<file path="src/core/bcs_pkg.sv">
// Constants and types for the indexed/inherent bus-cycle sequencer
package bcs_pkg;

  localparam logic [15:0] BCS_DUMMY_ADDR = 16'hFFFF;
  localparam logic [15:0] BCS_RESET_ADDR = 16'hFFFF;
  localparam logic [7:0]  BCS_RESET_BYTE = 8'h00;
  localparam logic [15:0] BCS_RET_STEP   = 16'h0002;

  // Cycles per instruction class
  localparam logic [2:0] BCS_CYC_JUMP  = 3'h3;
  localparam logic [2:0] BCS_CYC_ACC   = 3'h4;
  localparam logic [2:0] BCS_CYC_WIDE  = 3'h5;
  localparam logic [2:0] BCS_CYC_LONG  = 3'h6;
  localparam logic [2:0] BCS_CYC_INH2  = 3'h2;
  localparam logic [2:0] BCS_CYC_INH3  = 3'h3;

  typedef enum logic [3:0] {
    BCS_JUMP_INDEXED,
    BCS_ACC_READ,
    BCS_ACC_STORE,
    BCS_LOAD_WIDE,
    BCS_STORE_WIDE,
    BCS_RMW,
    BCS_RMW_TEST,
    BCS_DOUBLE_ARITH,
    BCS_CALL_SUBROUTINE,
    BCS_INH_REG,
    BCS_INH_DUMMY,
    BCS_INH_STACK
  } bcs_class_e;

  typedef enum logic [2:0] {
    BCS_A_OPC, BCS_A_OPC1, BCS_A_DUMMY, BCS_A_EA, BCS_A_EA1,
    BCS_A_SP, BCS_A_SPM1
  } bcs_asrc_e;

  typedef enum logic [2:0] {
    BCS_D_NONE, BCS_D_HI, BCS_D_LO, BCS_D_RES, BCS_D_RETLO, BCS_D_RETHI
  } bcs_dsel_e;

endpackage

</file>
<file path="src/core/bcs_step_if.sv">
// Step lookup carrier between the sequencer and its cycle table
`timescale 1ns/10ps
interface bcs_step_if;
  import bcs_pkg::*;
  bcs_class_e cls;
  logic [2:0] cyc;
  bcs_asrc_e  src;
  logic       wr;
  bcs_dsel_e  dsel;
  logic       last;

  modport seq (output cls, output cyc, input src, input wr, input dsel,
               input last);
  modport table_side (input cls, input cyc, output src, output wr,
                      output dsel, output last);
endinterface

</file>
<file path="src/core/bcs_cycle_table.sv">
// Per-class, per-cycle bus role lookup
`timescale 1ns/10ps
module bcs_cycle_table
  import bcs_pkg::*;
(
  // Lookup
  bcs_step_if.table_side st
);

  logic [2:0] total;

  always_comb begin
    st.src  = BCS_A_DUMMY;
    st.wr   = 1'b0;
    st.dsel = BCS_D_NONE;
    total   = BCS_CYC_INH2;
    // First two cycles are common to every class here
    if (st.cyc == 3'h1) begin
      st.src = BCS_A_OPC;
    end else if (st.cyc == 3'h2) begin
      st.src = BCS_A_OPC1;
    end
    case (st.cls)
      BCS_JUMP_INDEXED: begin
        total = BCS_CYC_JUMP;
      end
      BCS_ACC_READ, BCS_ACC_STORE: begin
        total = BCS_CYC_ACC;
        if (st.cyc == 3'h4) begin
          st.src = BCS_A_EA;
          st.wr  = (st.cls == BCS_ACC_STORE);
          if (st.cls == BCS_ACC_STORE) begin
            st.dsel = BCS_D_LO;
          end
        end
      end
      BCS_LOAD_WIDE, BCS_STORE_WIDE: begin
        total = BCS_CYC_WIDE;
        if (st.cyc == 3'h4) begin
          st.src = BCS_A_EA;
        end else if (st.cyc == 3'h5) begin
          st.src = BCS_A_EA1;
        end
        if (st.cls == BCS_STORE_WIDE && st.cyc >= 3'h4) begin
          st.wr   = 1'b1;
          st.dsel = (st.cyc == 3'h4) ? BCS_D_HI : BCS_D_LO;
        end
      end
      BCS_RMW, BCS_RMW_TEST: begin
        total = BCS_CYC_LONG;
        if (st.cyc == 3'h4) begin
          st.src = BCS_A_EA;
        end else if (st.cyc == 3'h6 && st.cls == BCS_RMW) begin
          st.src  = BCS_A_EA;
          st.wr   = 1'b1;
          st.dsel = BCS_D_RES;
        end
      end
      BCS_DOUBLE_ARITH: begin
        total = BCS_CYC_LONG;
        if (st.cyc == 3'h4) begin
          st.src = BCS_A_EA;
        end else if (st.cyc == 3'h5) begin
          st.src = BCS_A_EA1;
        end
      end
      BCS_CALL_SUBROUTINE: begin
        total = BCS_CYC_LONG;
        if (st.cyc == 3'h4) begin
          st.src = BCS_A_EA;
        end else if (st.cyc == 3'h5) begin
          st.src  = BCS_A_SP;
          st.wr   = 1'b1;
          st.dsel = BCS_D_RETLO;
        end else if (st.cyc == 3'h6) begin
          st.src  = BCS_A_SPM1;
          st.wr   = 1'b1;
          st.dsel = BCS_D_RETHI;
        end
      end
      BCS_INH_REG: begin
        total = BCS_CYC_INH2;
      end
      BCS_INH_DUMMY: begin
        total = BCS_CYC_INH3;
      end
      BCS_INH_STACK: begin
        total = BCS_CYC_INH3;
        if (st.cyc == 3'h3) begin
          st.src = BCS_A_SP;
        end
      end
      default: begin
        total = BCS_CYC_INH2;
      end
    endcase
    st.last = (st.cyc == total);
  end

endmodule

</file>
<file path="src/core/bcs_sequencer.sv">
// Bus-cycle sequencer for indexed and inherent instructions
`timescale 1ns/10ps
module bcs_sequencer
  import bcs_pkg::*;
#(
  parameter int AW = 16
)(
  // Clock and reset
  input  wire logic          SYS_CLK,
  input  wire logic          RESET_N,
  // Instruction request
  input  wire logic          START,
  input  wire logic [3:0]    CLASS,
  input  wire logic [AW-1:0] OPCODE_ADDR,
  input  wire logic [AW-1:0] INDEX,
  input  wire logic [AW-1:0] STACK_PTR,
  input  wire logic [15:0]   STORE_DATA,
  input  wire logic [7:0]    RESULT,
  // Processor bus
  output logic [AW-1:0]      ADDR,
  output logic               RW,
  input  wire logic [7:0]    D_IN,
  output logic [7:0]         D_OUT,
  output logic               D_OE,
  // Status
  output logic               BUSY,
  output logic [2:0]         CYCLE,
  output logic               LAST,
  output logic [AW-1:0]      EFF_ADDR,
  output logic [15:0]        READ_DATA
);

  typedef enum logic {BCS_IDLE, BCS_RUN} bcs_state_e;

  bcs_state_e      state_r,  state_nxt;
  bcs_class_e      cls_r,    cls_nxt;
  logic [2:0]      cyc_r,    cyc_nxt;
  bcs_asrc_e       src_r,    src_nxt;
  logic [AW-1:0]   pc_r,     pc_nxt;
  logic [AW-1:0]   x_r,      x_nxt;
  logic [AW-1:0]   sp_r,     sp_nxt;
  logic [15:0]     wd_r,     wd_nxt;
  logic [7:0]      res_r,    res_nxt;
  logic [7:0]      off_r,    off_nxt;
  logic [15:0]     rd_r,     rd_nxt;
  logic [AW-1:0]   addr_r,   addr_nxt;
  logic            rw_r,     rw_nxt;
  logic [7:0]      dout_r,   dout_nxt;
  logic            doe_r,    doe_nxt;
  logic            last_r,   last_nxt;
  logic [AW-1:0]   ea_r,     ea_nxt;

  logic            begin_new;
  logic [AW-1:0]   ea_calc;
  logic [AW-1:0]   ret_addr;

  bcs_step_if st ();

  bcs_cycle_table u_table (
    .st (st)
  );

  // Offset is unsigned: zero-extended before the add
  assign ea_calc  = x_r + AW'(off_r);
  assign ret_addr = pc_r + AW'(BCS_RET_STEP);
  // A new request is taken when idle or in the final cycle
  assign begin_new = START && (state_r == BCS_IDLE || last_r);

  always_comb begin
    state_nxt = state_r;
    cls_nxt   = cls_r;
    cyc_nxt   = cyc_r;
    pc_nxt    = pc_r;
    x_nxt     = x_r;
    sp_nxt    = sp_r;
    wd_nxt    = wd_r;
    res_nxt   = res_r;
    off_nxt   = off_r;
    rd_nxt    = rd_r;
    ea_nxt    = ea_r;

    // Sample the data bus at the end of read cycles at BCS_A_OPC1, BCS_A_EA and BCS_A_EA1
    if (state_r == BCS_RUN && !rw_r) begin
      ea_nxt = ea_r;
    end
    if (state_r == BCS_RUN && rw_r) begin
      if (src_r == BCS_A_OPC1) begin
        off_nxt = D_IN;
      end else if (src_r == BCS_A_EA) begin
        if (cls_r == BCS_LOAD_WIDE || cls_r == BCS_DOUBLE_ARITH) begin
          rd_nxt[15:8] = D_IN;
        end else begin
          rd_nxt[7:0] = D_IN;
        end
      end else if (src_r == BCS_A_EA1) begin
        rd_nxt[7:0] = D_IN;
      end
    end
    // Effective address follows the offset once fetched
    if (state_r == BCS_RUN && cyc_r == 3'h3) begin
      ea_nxt = ea_calc;
    end

    if (begin_new) begin
      state_nxt = BCS_RUN;
      cls_nxt   = bcs_class_e'(CLASS);
      cyc_nxt   = 3'h1;
      pc_nxt    = OPCODE_ADDR;
      x_nxt     = INDEX;
      sp_nxt    = STACK_PTR;
      wd_nxt    = STORE_DATA;
      res_nxt   = RESULT;
    end else if (state_r == BCS_RUN && last_r) begin
      state_nxt = BCS_IDLE;
      cyc_nxt   = 3'h0;
    end else if (state_r == BCS_RUN) begin
      cyc_nxt   = cyc_r + 3'h1;
    end
    // Late result: the write cycle takes the value presented now
    if (state_r == BCS_RUN && !begin_new) begin
      res_nxt = RESULT;
    end
  end

  // Table looks up the cycle about to start
  assign st.cls = cls_nxt;
  assign st.cyc = cyc_nxt;

  always_comb begin
    addr_nxt = BCS_DUMMY_ADDR;
    rw_nxt   = 1'b1;
    dout_nxt = BCS_RESET_BYTE;
    doe_nxt  = 1'b0;
    last_nxt = 1'b0;
    src_nxt  = BCS_A_DUMMY;
    if (state_nxt == BCS_RUN) begin
      src_nxt  = st.src;
      rw_nxt   = !st.wr;
      doe_nxt  = st.wr;
      last_nxt = st.last;
      case (st.src)
        BCS_A_OPC:   addr_nxt = pc_nxt;
        BCS_A_OPC1:  addr_nxt = pc_nxt + AW'(1);
        BCS_A_EA:    addr_nxt = ea_nxt;
        BCS_A_EA1:   addr_nxt = ea_nxt + AW'(1);
        BCS_A_SP:    addr_nxt = sp_nxt;
        BCS_A_SPM1:  addr_nxt = sp_nxt - AW'(1);
        default:     addr_nxt = BCS_DUMMY_ADDR;
      endcase
      case (st.dsel)
        BCS_D_HI:    dout_nxt = wd_nxt[15:8];
        BCS_D_LO:    dout_nxt = wd_nxt[7:0];
        BCS_D_RES:   dout_nxt = res_nxt;
        BCS_D_RETLO: dout_nxt = ret_addr[7:0];
        BCS_D_RETHI: dout_nxt = ret_addr[15:8];
        default:     dout_nxt = BCS_RESET_BYTE;
      endcase
    end
  end

  always_ff @(posedge SYS_CLK or negedge RESET_N) begin
    if (!RESET_N) begin
      state_r <= BCS_IDLE;
      cls_r   <= BCS_INH_REG;
      cyc_r   <= 3'h0;
      src_r   <= BCS_A_DUMMY;
      pc_r    <= '0;
      x_r     <= '0;
      sp_r    <= '0;
      wd_r    <= '0;
      res_r   <= BCS_RESET_BYTE;
      off_r   <= BCS_RESET_BYTE;
      rd_r    <= '0;
      addr_r  <= BCS_RESET_ADDR;
      rw_r    <= 1'b1;
      dout_r  <= BCS_RESET_BYTE;
      doe_r   <= 1'b0;
      last_r  <= 1'b0;
      ea_r    <= '0;
    end else begin
      state_r <= state_nxt;
      cls_r   <= cls_nxt;
      cyc_r   <= cyc_nxt;
      src_r   <= src_nxt;
      pc_r    <= pc_nxt;
      x_r     <= x_nxt;
      sp_r    <= sp_nxt;
      wd_r    <= wd_nxt;
      res_r   <= res_nxt;
      off_r   <= off_nxt;
      rd_r    <= rd_nxt;
      addr_r  <= addr_nxt;
      rw_r    <= rw_nxt;
      dout_r  <= dout_nxt;
      doe_r   <= doe_nxt;
      last_r  <= last_nxt;
      ea_r    <= ea_nxt;
    end
  end

  assign ADDR      = addr_r;
  assign RW        = rw_r;
  assign D_OUT     = dout_r;
  assign D_OE      = doe_r;
  assign BUSY      = (state_r == BCS_RUN);
  assign CYCLE     = cyc_r;
  assign LAST      = last_r;
  assign EFF_ADDR  = ea_r;
  assign READ_DATA = rd_r;

endmodule

</file>
<file path="config.mk">
export PLATFORM = sky130hd
export DESIGN_NAME = bcs_sequencer
export DESIGN_NICKNAME = d
export VERILOG_FILES = /design/src/core/bcs_pkg.sv /design/src/core/bcs_step_if.sv /design/src/core/bcs_cycle_table.sv /design/src/core/bcs_sequencer.sv
export SDC_FILE = /design/constraint.sdc
export NUM_CORES = 1
export LEC_CHECK = 0
export BUFFER_PORTS_ARGS = -buffer_cell sky130_fd_sc_hd__buf_2
export CAP_MARGIN = 20
export CORE_ASPECT_RATIO = 0.6
export CORE_MARGIN = 2
export CORE_UTILIZATION = 60
export DETAILED_ROUTE_END_ITERATION = 10
export HOLD_SLACK_MARGIN = 0.05
export PLACE_DENSITY = 0.92
export SYNTH_ARGS = -nofsm -noshare
export SYNTH_HDL_FRONTEND = slang
export SYNTH_SLANG_ARGS = --single-unit
</file>
<file path="constraint.sdc">
create_clock -name SYS_CLK -period 9.2 [get_ports SYS_CLK]
set_input_delay 1.38 -clock SYS_CLK [delete_from_list [all_inputs] [get_ports SYS_CLK]]
set_output_delay 1.38 -clock SYS_CLK [all_outputs]
set_load 0.02 [all_outputs]
</file>
* Yosys cells after proc, flatten, opt, wreduce, memory -nomap -nowiden
Index checks and enable logic that the tools add are counted.
** Operators by class
- Add/sub/neg operators :: 6
- Order comparisons :: 1
- Equality and inequality tests :: 34
- Multiplexer cells :: 54
- Bitwise gates (word level) :: 2
- Reduce and logical (&&, ||, !) cells :: 23
** Operator list (count)
- case mux 16 bit (6 select lines) :: 1
- 2-to-1 mux 16 bit :: 5
- 2-to-1 mux 3 bit :: 20
- 2-to-1 mux 8 bit :: 6
- case mux 8 bit (5 select lines) :: 1
- adder 16 x 1 -> 16 bit, second input constant :: 2
- == test 3 bit, second input constant :: 9
- case mux 3 bit (4 select lines) :: 2
- == test 3 x 2 -> 1 bit, second input constant :: 7
- == test 4 x 3 -> 1 bit, second input constant :: 5
- adder 16 x 2 -> 16 bit, second input constant :: 1
- adder 16 x 8 -> 16 bit :: 1
- subtractor 16 x 1 -> 16 bit, second input constant :: 1
- case mux 3 bit (5 select lines) :: 1
- == test 3 x 1 -> 1 bit, second input constant :: 4
- == test 4 x 2 -> 1 bit, second input constant :: 3
- == test 4 bit, second input constant :: 3
- 2-to-1 mux 1 bit :: 12
- 2-to-1 mux 2 bit :: 4
- AND reduction 4 bit :: 2
- logical AND 1 bit :: 7
- OR reduction 2 bit :: 3
- OR reduction 3 bit :: 2
- == test 4 x 1 -> 1 bit, second input constant :: 1
- 14 further kinds :: 17
** Word-level totals
- Register bits after elaboration :: 150
- Input port bits :: 87
- Output and inout port bits :: 63
- Logic and storage cells :: 138

* Longest topological paths before layout
- Depth after elaboration :: 14
- Gate-level depth with buffers :: 16
- Mapped depth without buffers :: 15

* Modules after synthesis
Synthesis repeated with hierarchy kept, for this count alone.
** Unflattened totals
- Cell total of the unflattened synthesis :: 988
- Area total of the unflattened synthesis :: 9043.7 µm²
** Modules (own cells, without submodules)
- bcs_sequencer :: instances 1, cells an instance 906, area an instance 8533.2 µm², seq. area each 3778.6 µm²
- bcs_cycle_table :: instances 1, cells an instance 82, area an instance 510.5 µm², seq. area each 0.0 µm²

* Worst setup path after synthesis
OpenSTA, ideal clock, no wires.
- Path type :: in2reg
- Start :: in CLASS[1]
- End :: reg addr_r[10], in the netlist ADDR[10]
- Setup time :: 0.083 ns
- Data arrival time :: 4.327 ns
- Required time :: 9.117 ns
- Path slack :: 4.789 ns
- Cell stages on the path :: 14
- Buffers on the path :: 2
- Path through :: buf_2 > or3b_2 > nand2_1 > mux2i_1 > nor2_1 > buf_2 > mux2i_1 > ha_1 > nand2_1 > o31ai_4 > nand2_1 > a211oi_1 > xor2_1 > a221o_1
** Between the ends
- Cells in the longest elaborated chain, start to end :: 9
- Elaborated cells between the ends (all ways) :: 25
- Those cells by class :: 14 x eq/ne; 6 x mux; 5 x reduce/logical
** RTL lines
- start, declared :: line bcs_sequencer.sv:13 : input wire logic [3:0] CLASS,
- 2-to-1 mux 4 bit (*) :: line bcs_sequencer.sv:104 : if (begin_new) begin
- == test 4 x 3 -> 1 bit :: line bcs_cycle_table.sv:23, bcs_cycle_table.sv:53
- logical AND 1 bit :: line bcs_cycle_table.sv:53 : end else if (st.cyc == 3'h6 && st.cls == BCS_RMW) begin
- 2-to-1 mux 3 bit :: line bcs_cycle_table.sv:53
- 2-to-1 mux 3 bit :: line bcs_cycle_table.sv:51 : if (st.cyc == 3'h4) begin
- case mux 3 bit (5 select lines) (*) :: line bcs_cycle_table.sv:23 : case (st.cls)
- == test 3 bit (tied with other cells) :: line bcs_sequencer.sv:141 : case (st.src)
- case mux 16 bit (6 select lines) (*) :: line bcs_sequencer.sv:141
- 2-to-1 mux 16 bit (*) :: line bcs_sequencer.sv:136 : if (state_nxt == BCS_RUN) begin
- via addr_nxt[10] :: line bcs_sequencer.sv:46 : logic [AW-1:0] addr_r, addr_nxt;
- end signal, assigned :: line bcs_sequencer.sv:192 : addr_r <= addr_nxt;
- end, declared :: line bcs_sequencer.sv:46
Mark *: on every way through the listed nets, which the timed path passes. The rest lies on a longest branch.
A chain may end at the register's enable or synchronous reset.

* Worst setup path after layout
- Start :: in START
- End :: reg addr_r[7], in the netlist ADDR[7]
** Between the ends
- Cells in the longest elaborated chain, start to end :: 12
- Elaborated cells between the ends (all ways) :: 47
- Those cells by class :: 2 x add/sub; 20 x eq/ne; 19 x mux; 6 x reduce/logical
** RTL lines
- start, declared :: line bcs_sequencer.sv:12 : input wire logic START,
- logical AND 1 bit (*) :: line bcs_sequencer.sv:67 : assign begin_new = START && (state_r == BCS_IDLE || last_r);
- 2-to-1 mux 3 bit :: line bcs_sequencer.sv:104
- == test 3 x 2 -> 1 bit :: line bcs_cycle_table.sv:20 : end else if (st.cyc == 3'h2) begin
- 2-to-1 mux 2 bit :: line bcs_cycle_table.sv:20
- 2-to-1 mux 3 bit :: line bcs_cycle_table.sv:18 : if (st.cyc == 3'h1) begin
- 2-to-1 mux 3 bit :: line bcs_cycle_table.sv:75 : end else if (st.cyc == 3'h6) begin
- 2-to-1 mux 3 bit :: line bcs_cycle_table.sv:71 : end else if (st.cyc == 3'h5) begin
- 2-to-1 mux 3 bit :: line bcs_cycle_table.sv:69 : if (st.cyc == 3'h4) begin
- case mux 3 bit (5 select lines) :: line bcs_cycle_table.sv:23
- == test 3 bit (tied with other cells) :: line bcs_sequencer.sv:141
- case mux 16 bit (6 select lines) :: line bcs_sequencer.sv:141
- 2-to-1 mux 16 bit (*) :: line bcs_sequencer.sv:136
- via addr_nxt[7] :: line bcs_sequencer.sv:46
Marks and branches as above.

==> impl_metrics.csv <==
group,metric,value,unit
pwr,total_power,4.17,mW
timing,fmax,0.193,GHz
timing,setup-tns-final,0,ns
timing,holdWs,0.481,ns
global_routing,grt_pass1_vias,7449,
cts,h-tree-depth,4,
yosys,synth_top_area_share,0.367,
floorplanning,rows,34,
global_routing,antenna_found_initial,0,
setup_path,rr_endpoint,"ADDR[7]",
setup_path,worstSetupEndpointType,"register",
yosys,synth_ff_type,"dfrtp_1",
global_routing,grt_max_degree,84,
yosys,yosysWarningCount,0,
cts,clock_path_buffers,2,
pwr,max-vdd-ir-drop,0.307,mV
floorplanning,die_h,98.1,um
placed_design,gp_congestion,0.994,
yosys,ys_seq_elements,150,
yosys,yosysMostFrequentCell,"nand2_1",
yosys,syn_nets,1038,
detailed_routing,num_vias,8083,
detailed_routing,drtIter0Drc,880,
cts,postCtsHoldBufs,0,
cts,clk_latency,0.42,ns
detailed_routing,wl_per_cell,19.9,um
final_layout,drive_gt1_frac,0.275,
detailed_routing,antenna_left,0,
timing,final-hold-violation-count,0,
detailed_routing,drt_pass1_iterations,5,
final_layout,n_antenna_cell,0,
floorplanning,dieArea,15800,um^2
placed_design,place_ws,3.89,ns
cts,cts.repair.resized,0,
placed_design,dpl.hpwl,18400,um
setup_path,start_kind,"input port",
setup_path,cp.arrival,5.48,ns
pwr,powerDensity,405,nW/um^2
timing,slew_violations,0,
detailed_routing,vias_per_cell,6.33,
setup_path,reg2reg_slack,4.61,ns
yosys,synth_top_area_cell,"dfrtp_1",
yosys,ys_seq_area_frac,0.426,
timing,rsz0062_at_grt,"no",
yosys,synth_area,8860,um^2
worst_hold_path,whs_path_depth,2,
timing,final.setup_skew,0.00686,ns
floorplanning,core,14500,um^2
final_layout,finalNetCount,1167,
timing,finalCriticalPeriod,5.17,ns
global_routing,grt_first_pass_wirelength,39700,um
status,status,"finished, final reports clean",
flow_run,drv_cap,0,
yosys,async_flop_share,1.00,
pwr,power_leakage,4.75,nW
cts,numCtsBuffers,17,
cts,cts_root_buf,"clkbuf_16",
timing,setup_viol,0,
timing,relSlewSlack,0.180,
global_routing,grt.overflow.total,0,
cts,clk_pin_slew_worst_paths,0.07,ns
yosys,synth_edf_count,0,
timing,worst_slack,4.03,ns
worst_hold_path,worst_hold_path_type,"reg2reg",
cts,cts_tree,"done",
setup_path,critPathKind,"in2reg",
yosys,syn_area_per_cell,9.46,um^2
global_routing,grt_usage,0.321,
floorplanning,io_pins,150,
detailed_routing,totalWireLength,25400,um
yosys,synth_commonest_cells,"nand2_1, dfrtp_1, nor2_1",
cts,numClockSinks,150,
final_layout,fillers,1118,
yosys,synth_cells,937,
floorplanning,fp.dieW,161,um
final_layout,area.growth.synth_to_final,16.1,%
setup_path,rr_worst_depth,11,
setup_path,worstPathRequired,9.51,ns
detailed_routing,drc,0,
floorplanning,start_util,0.613,
yosys,synthTopCellsByArea,"dfrtp_1, nand2_1, dfstp_2",
timing,tightest_slew,1.22,ns
setup_path,r2r-start,"BUSY",
cts,post_cts_buffers,0,
timing,fin_crit_sh,0.562,
worst_hold_path,min_from,"wd_r[6]",
placed_design,io_buffers,149,
setup_path,cp_max_fo,53,
worst_hold_path,hold_end,"wd_r[6]",
yosys,yosysUniqueCellTypes,92,
report_power, final:
group / switching, mW / internal, mW / total, mW / leakage [nW]
logic: 1.44 / 0.817 / 2.26 / 2.66
clock network: 0.307 / 0.380 / 0.687 / 0.273
registers: 0.226 / 1.00 / 1.23 / 1.81
total: 1.97 / 2.20 / 4.17 / 4.75
metal layers:
layer / global-route usage / share of wire / routed length [um]
met5: 0 / 0 / 0
met4: 0.0817 / 0.017 / 431
met3: 0.0884 / 0.11 / 2780
met2: 0.468 / 0.44 / 11100
met1: 0.476 / 0.44 / 11200
cells in the final DEF, fill, tap and decap left out, types with 13 or more instances in the layout:
cell type / instances
mux2i_1: 29
ha_1: 13
buf_2: 148
clkbuf_16: 17
mux2_2: 35
nand3_1: 27
o21ai_0: 38
xnor2_1: 31
dfrtp_1: 130
a21oi_1: 37
inv_1: 35
o211ai_1: 16
dfstp_2: 20
nor3_1: 16
nor2_1: 46
xor2_1: 18
nand2_1: 176
critical path, stage by stage:
cell and delay (ns):
buf_2 0.39, inv_2 0.29, nor2_8 0.72, mux2i_1 0.58, nor2_1 0.18, buf_4 0.24
a211oi_1 0.47, or3_4 0.24, nand2_1 0.07, a21oi_2 0.65, o2111ai_1 0.24
how the worst max path moves through the flow:
stage	depth (start not counted)	slack, ns	endpoint	from
after floorplan	14	4.79	ADDR[10]	CLASS[1]
after global placement	11	4.03	ADDR[13]	START
after detailed placement	11	3.89	ADDR[10]	START
after CTS	11	4.24	ADDR[3]	START
after global routing	11	3.86	ADDR[15]	START
final	11	4.03	ADDR[7]	START
area by class of cell:
| cell class | count | area [um^2] | share of cell area |
|---|---|---|---|
| clock inverters | 14 | 140 | 0.0136 |
| flip-flops and latches | 150 | 3780 | 0.367 |
| well taps | 198 | 248 | 0.0241 |
| multi-input cells | 702 | 4720 | 0.459 |
| inverters | 39 | 146 | 0.0142 |
| repair buffers | 156 | 825 | 0.0801 |
| clock buffers | 18 | 429 | 0.0417 |
flip-flops by register name, indices dropped and copies added (netlist names), 3 cells and up:
signal,cells
ADDR,16
EFF_ADDR,16
READ_DATA,16
pc_r,16
sp_r,16
wd_r,16
x_r,16
D_OUT,8
off_r,8
res_r,8
cls_r,4
CYCLE,3
src_r,3
metrics by stage:
stage           util  std cells  cell area (um^2)
2_1_floorplan      -        937              8860
3_5_place_dp   0.670       1244              9690
5_1_grt        0.711       1277             10300
6_report       0.711       1277             10300
3_3_place_gp   0.670       1244              9690
4_1_cts        0.710       1276             10300
cells by family after synthesis:
logic type      after synthesis  synth area share
simple gates                356             0.193
compound gates              218             0.190
flops                       150             0.426
buf+inv                      85            0.0426
mux                          65            0.0789
xor+xnor                     49            0.0484
fa+ha+maj                    14            0.0206
Note: power is estimated with default switching activity, not from simulation.
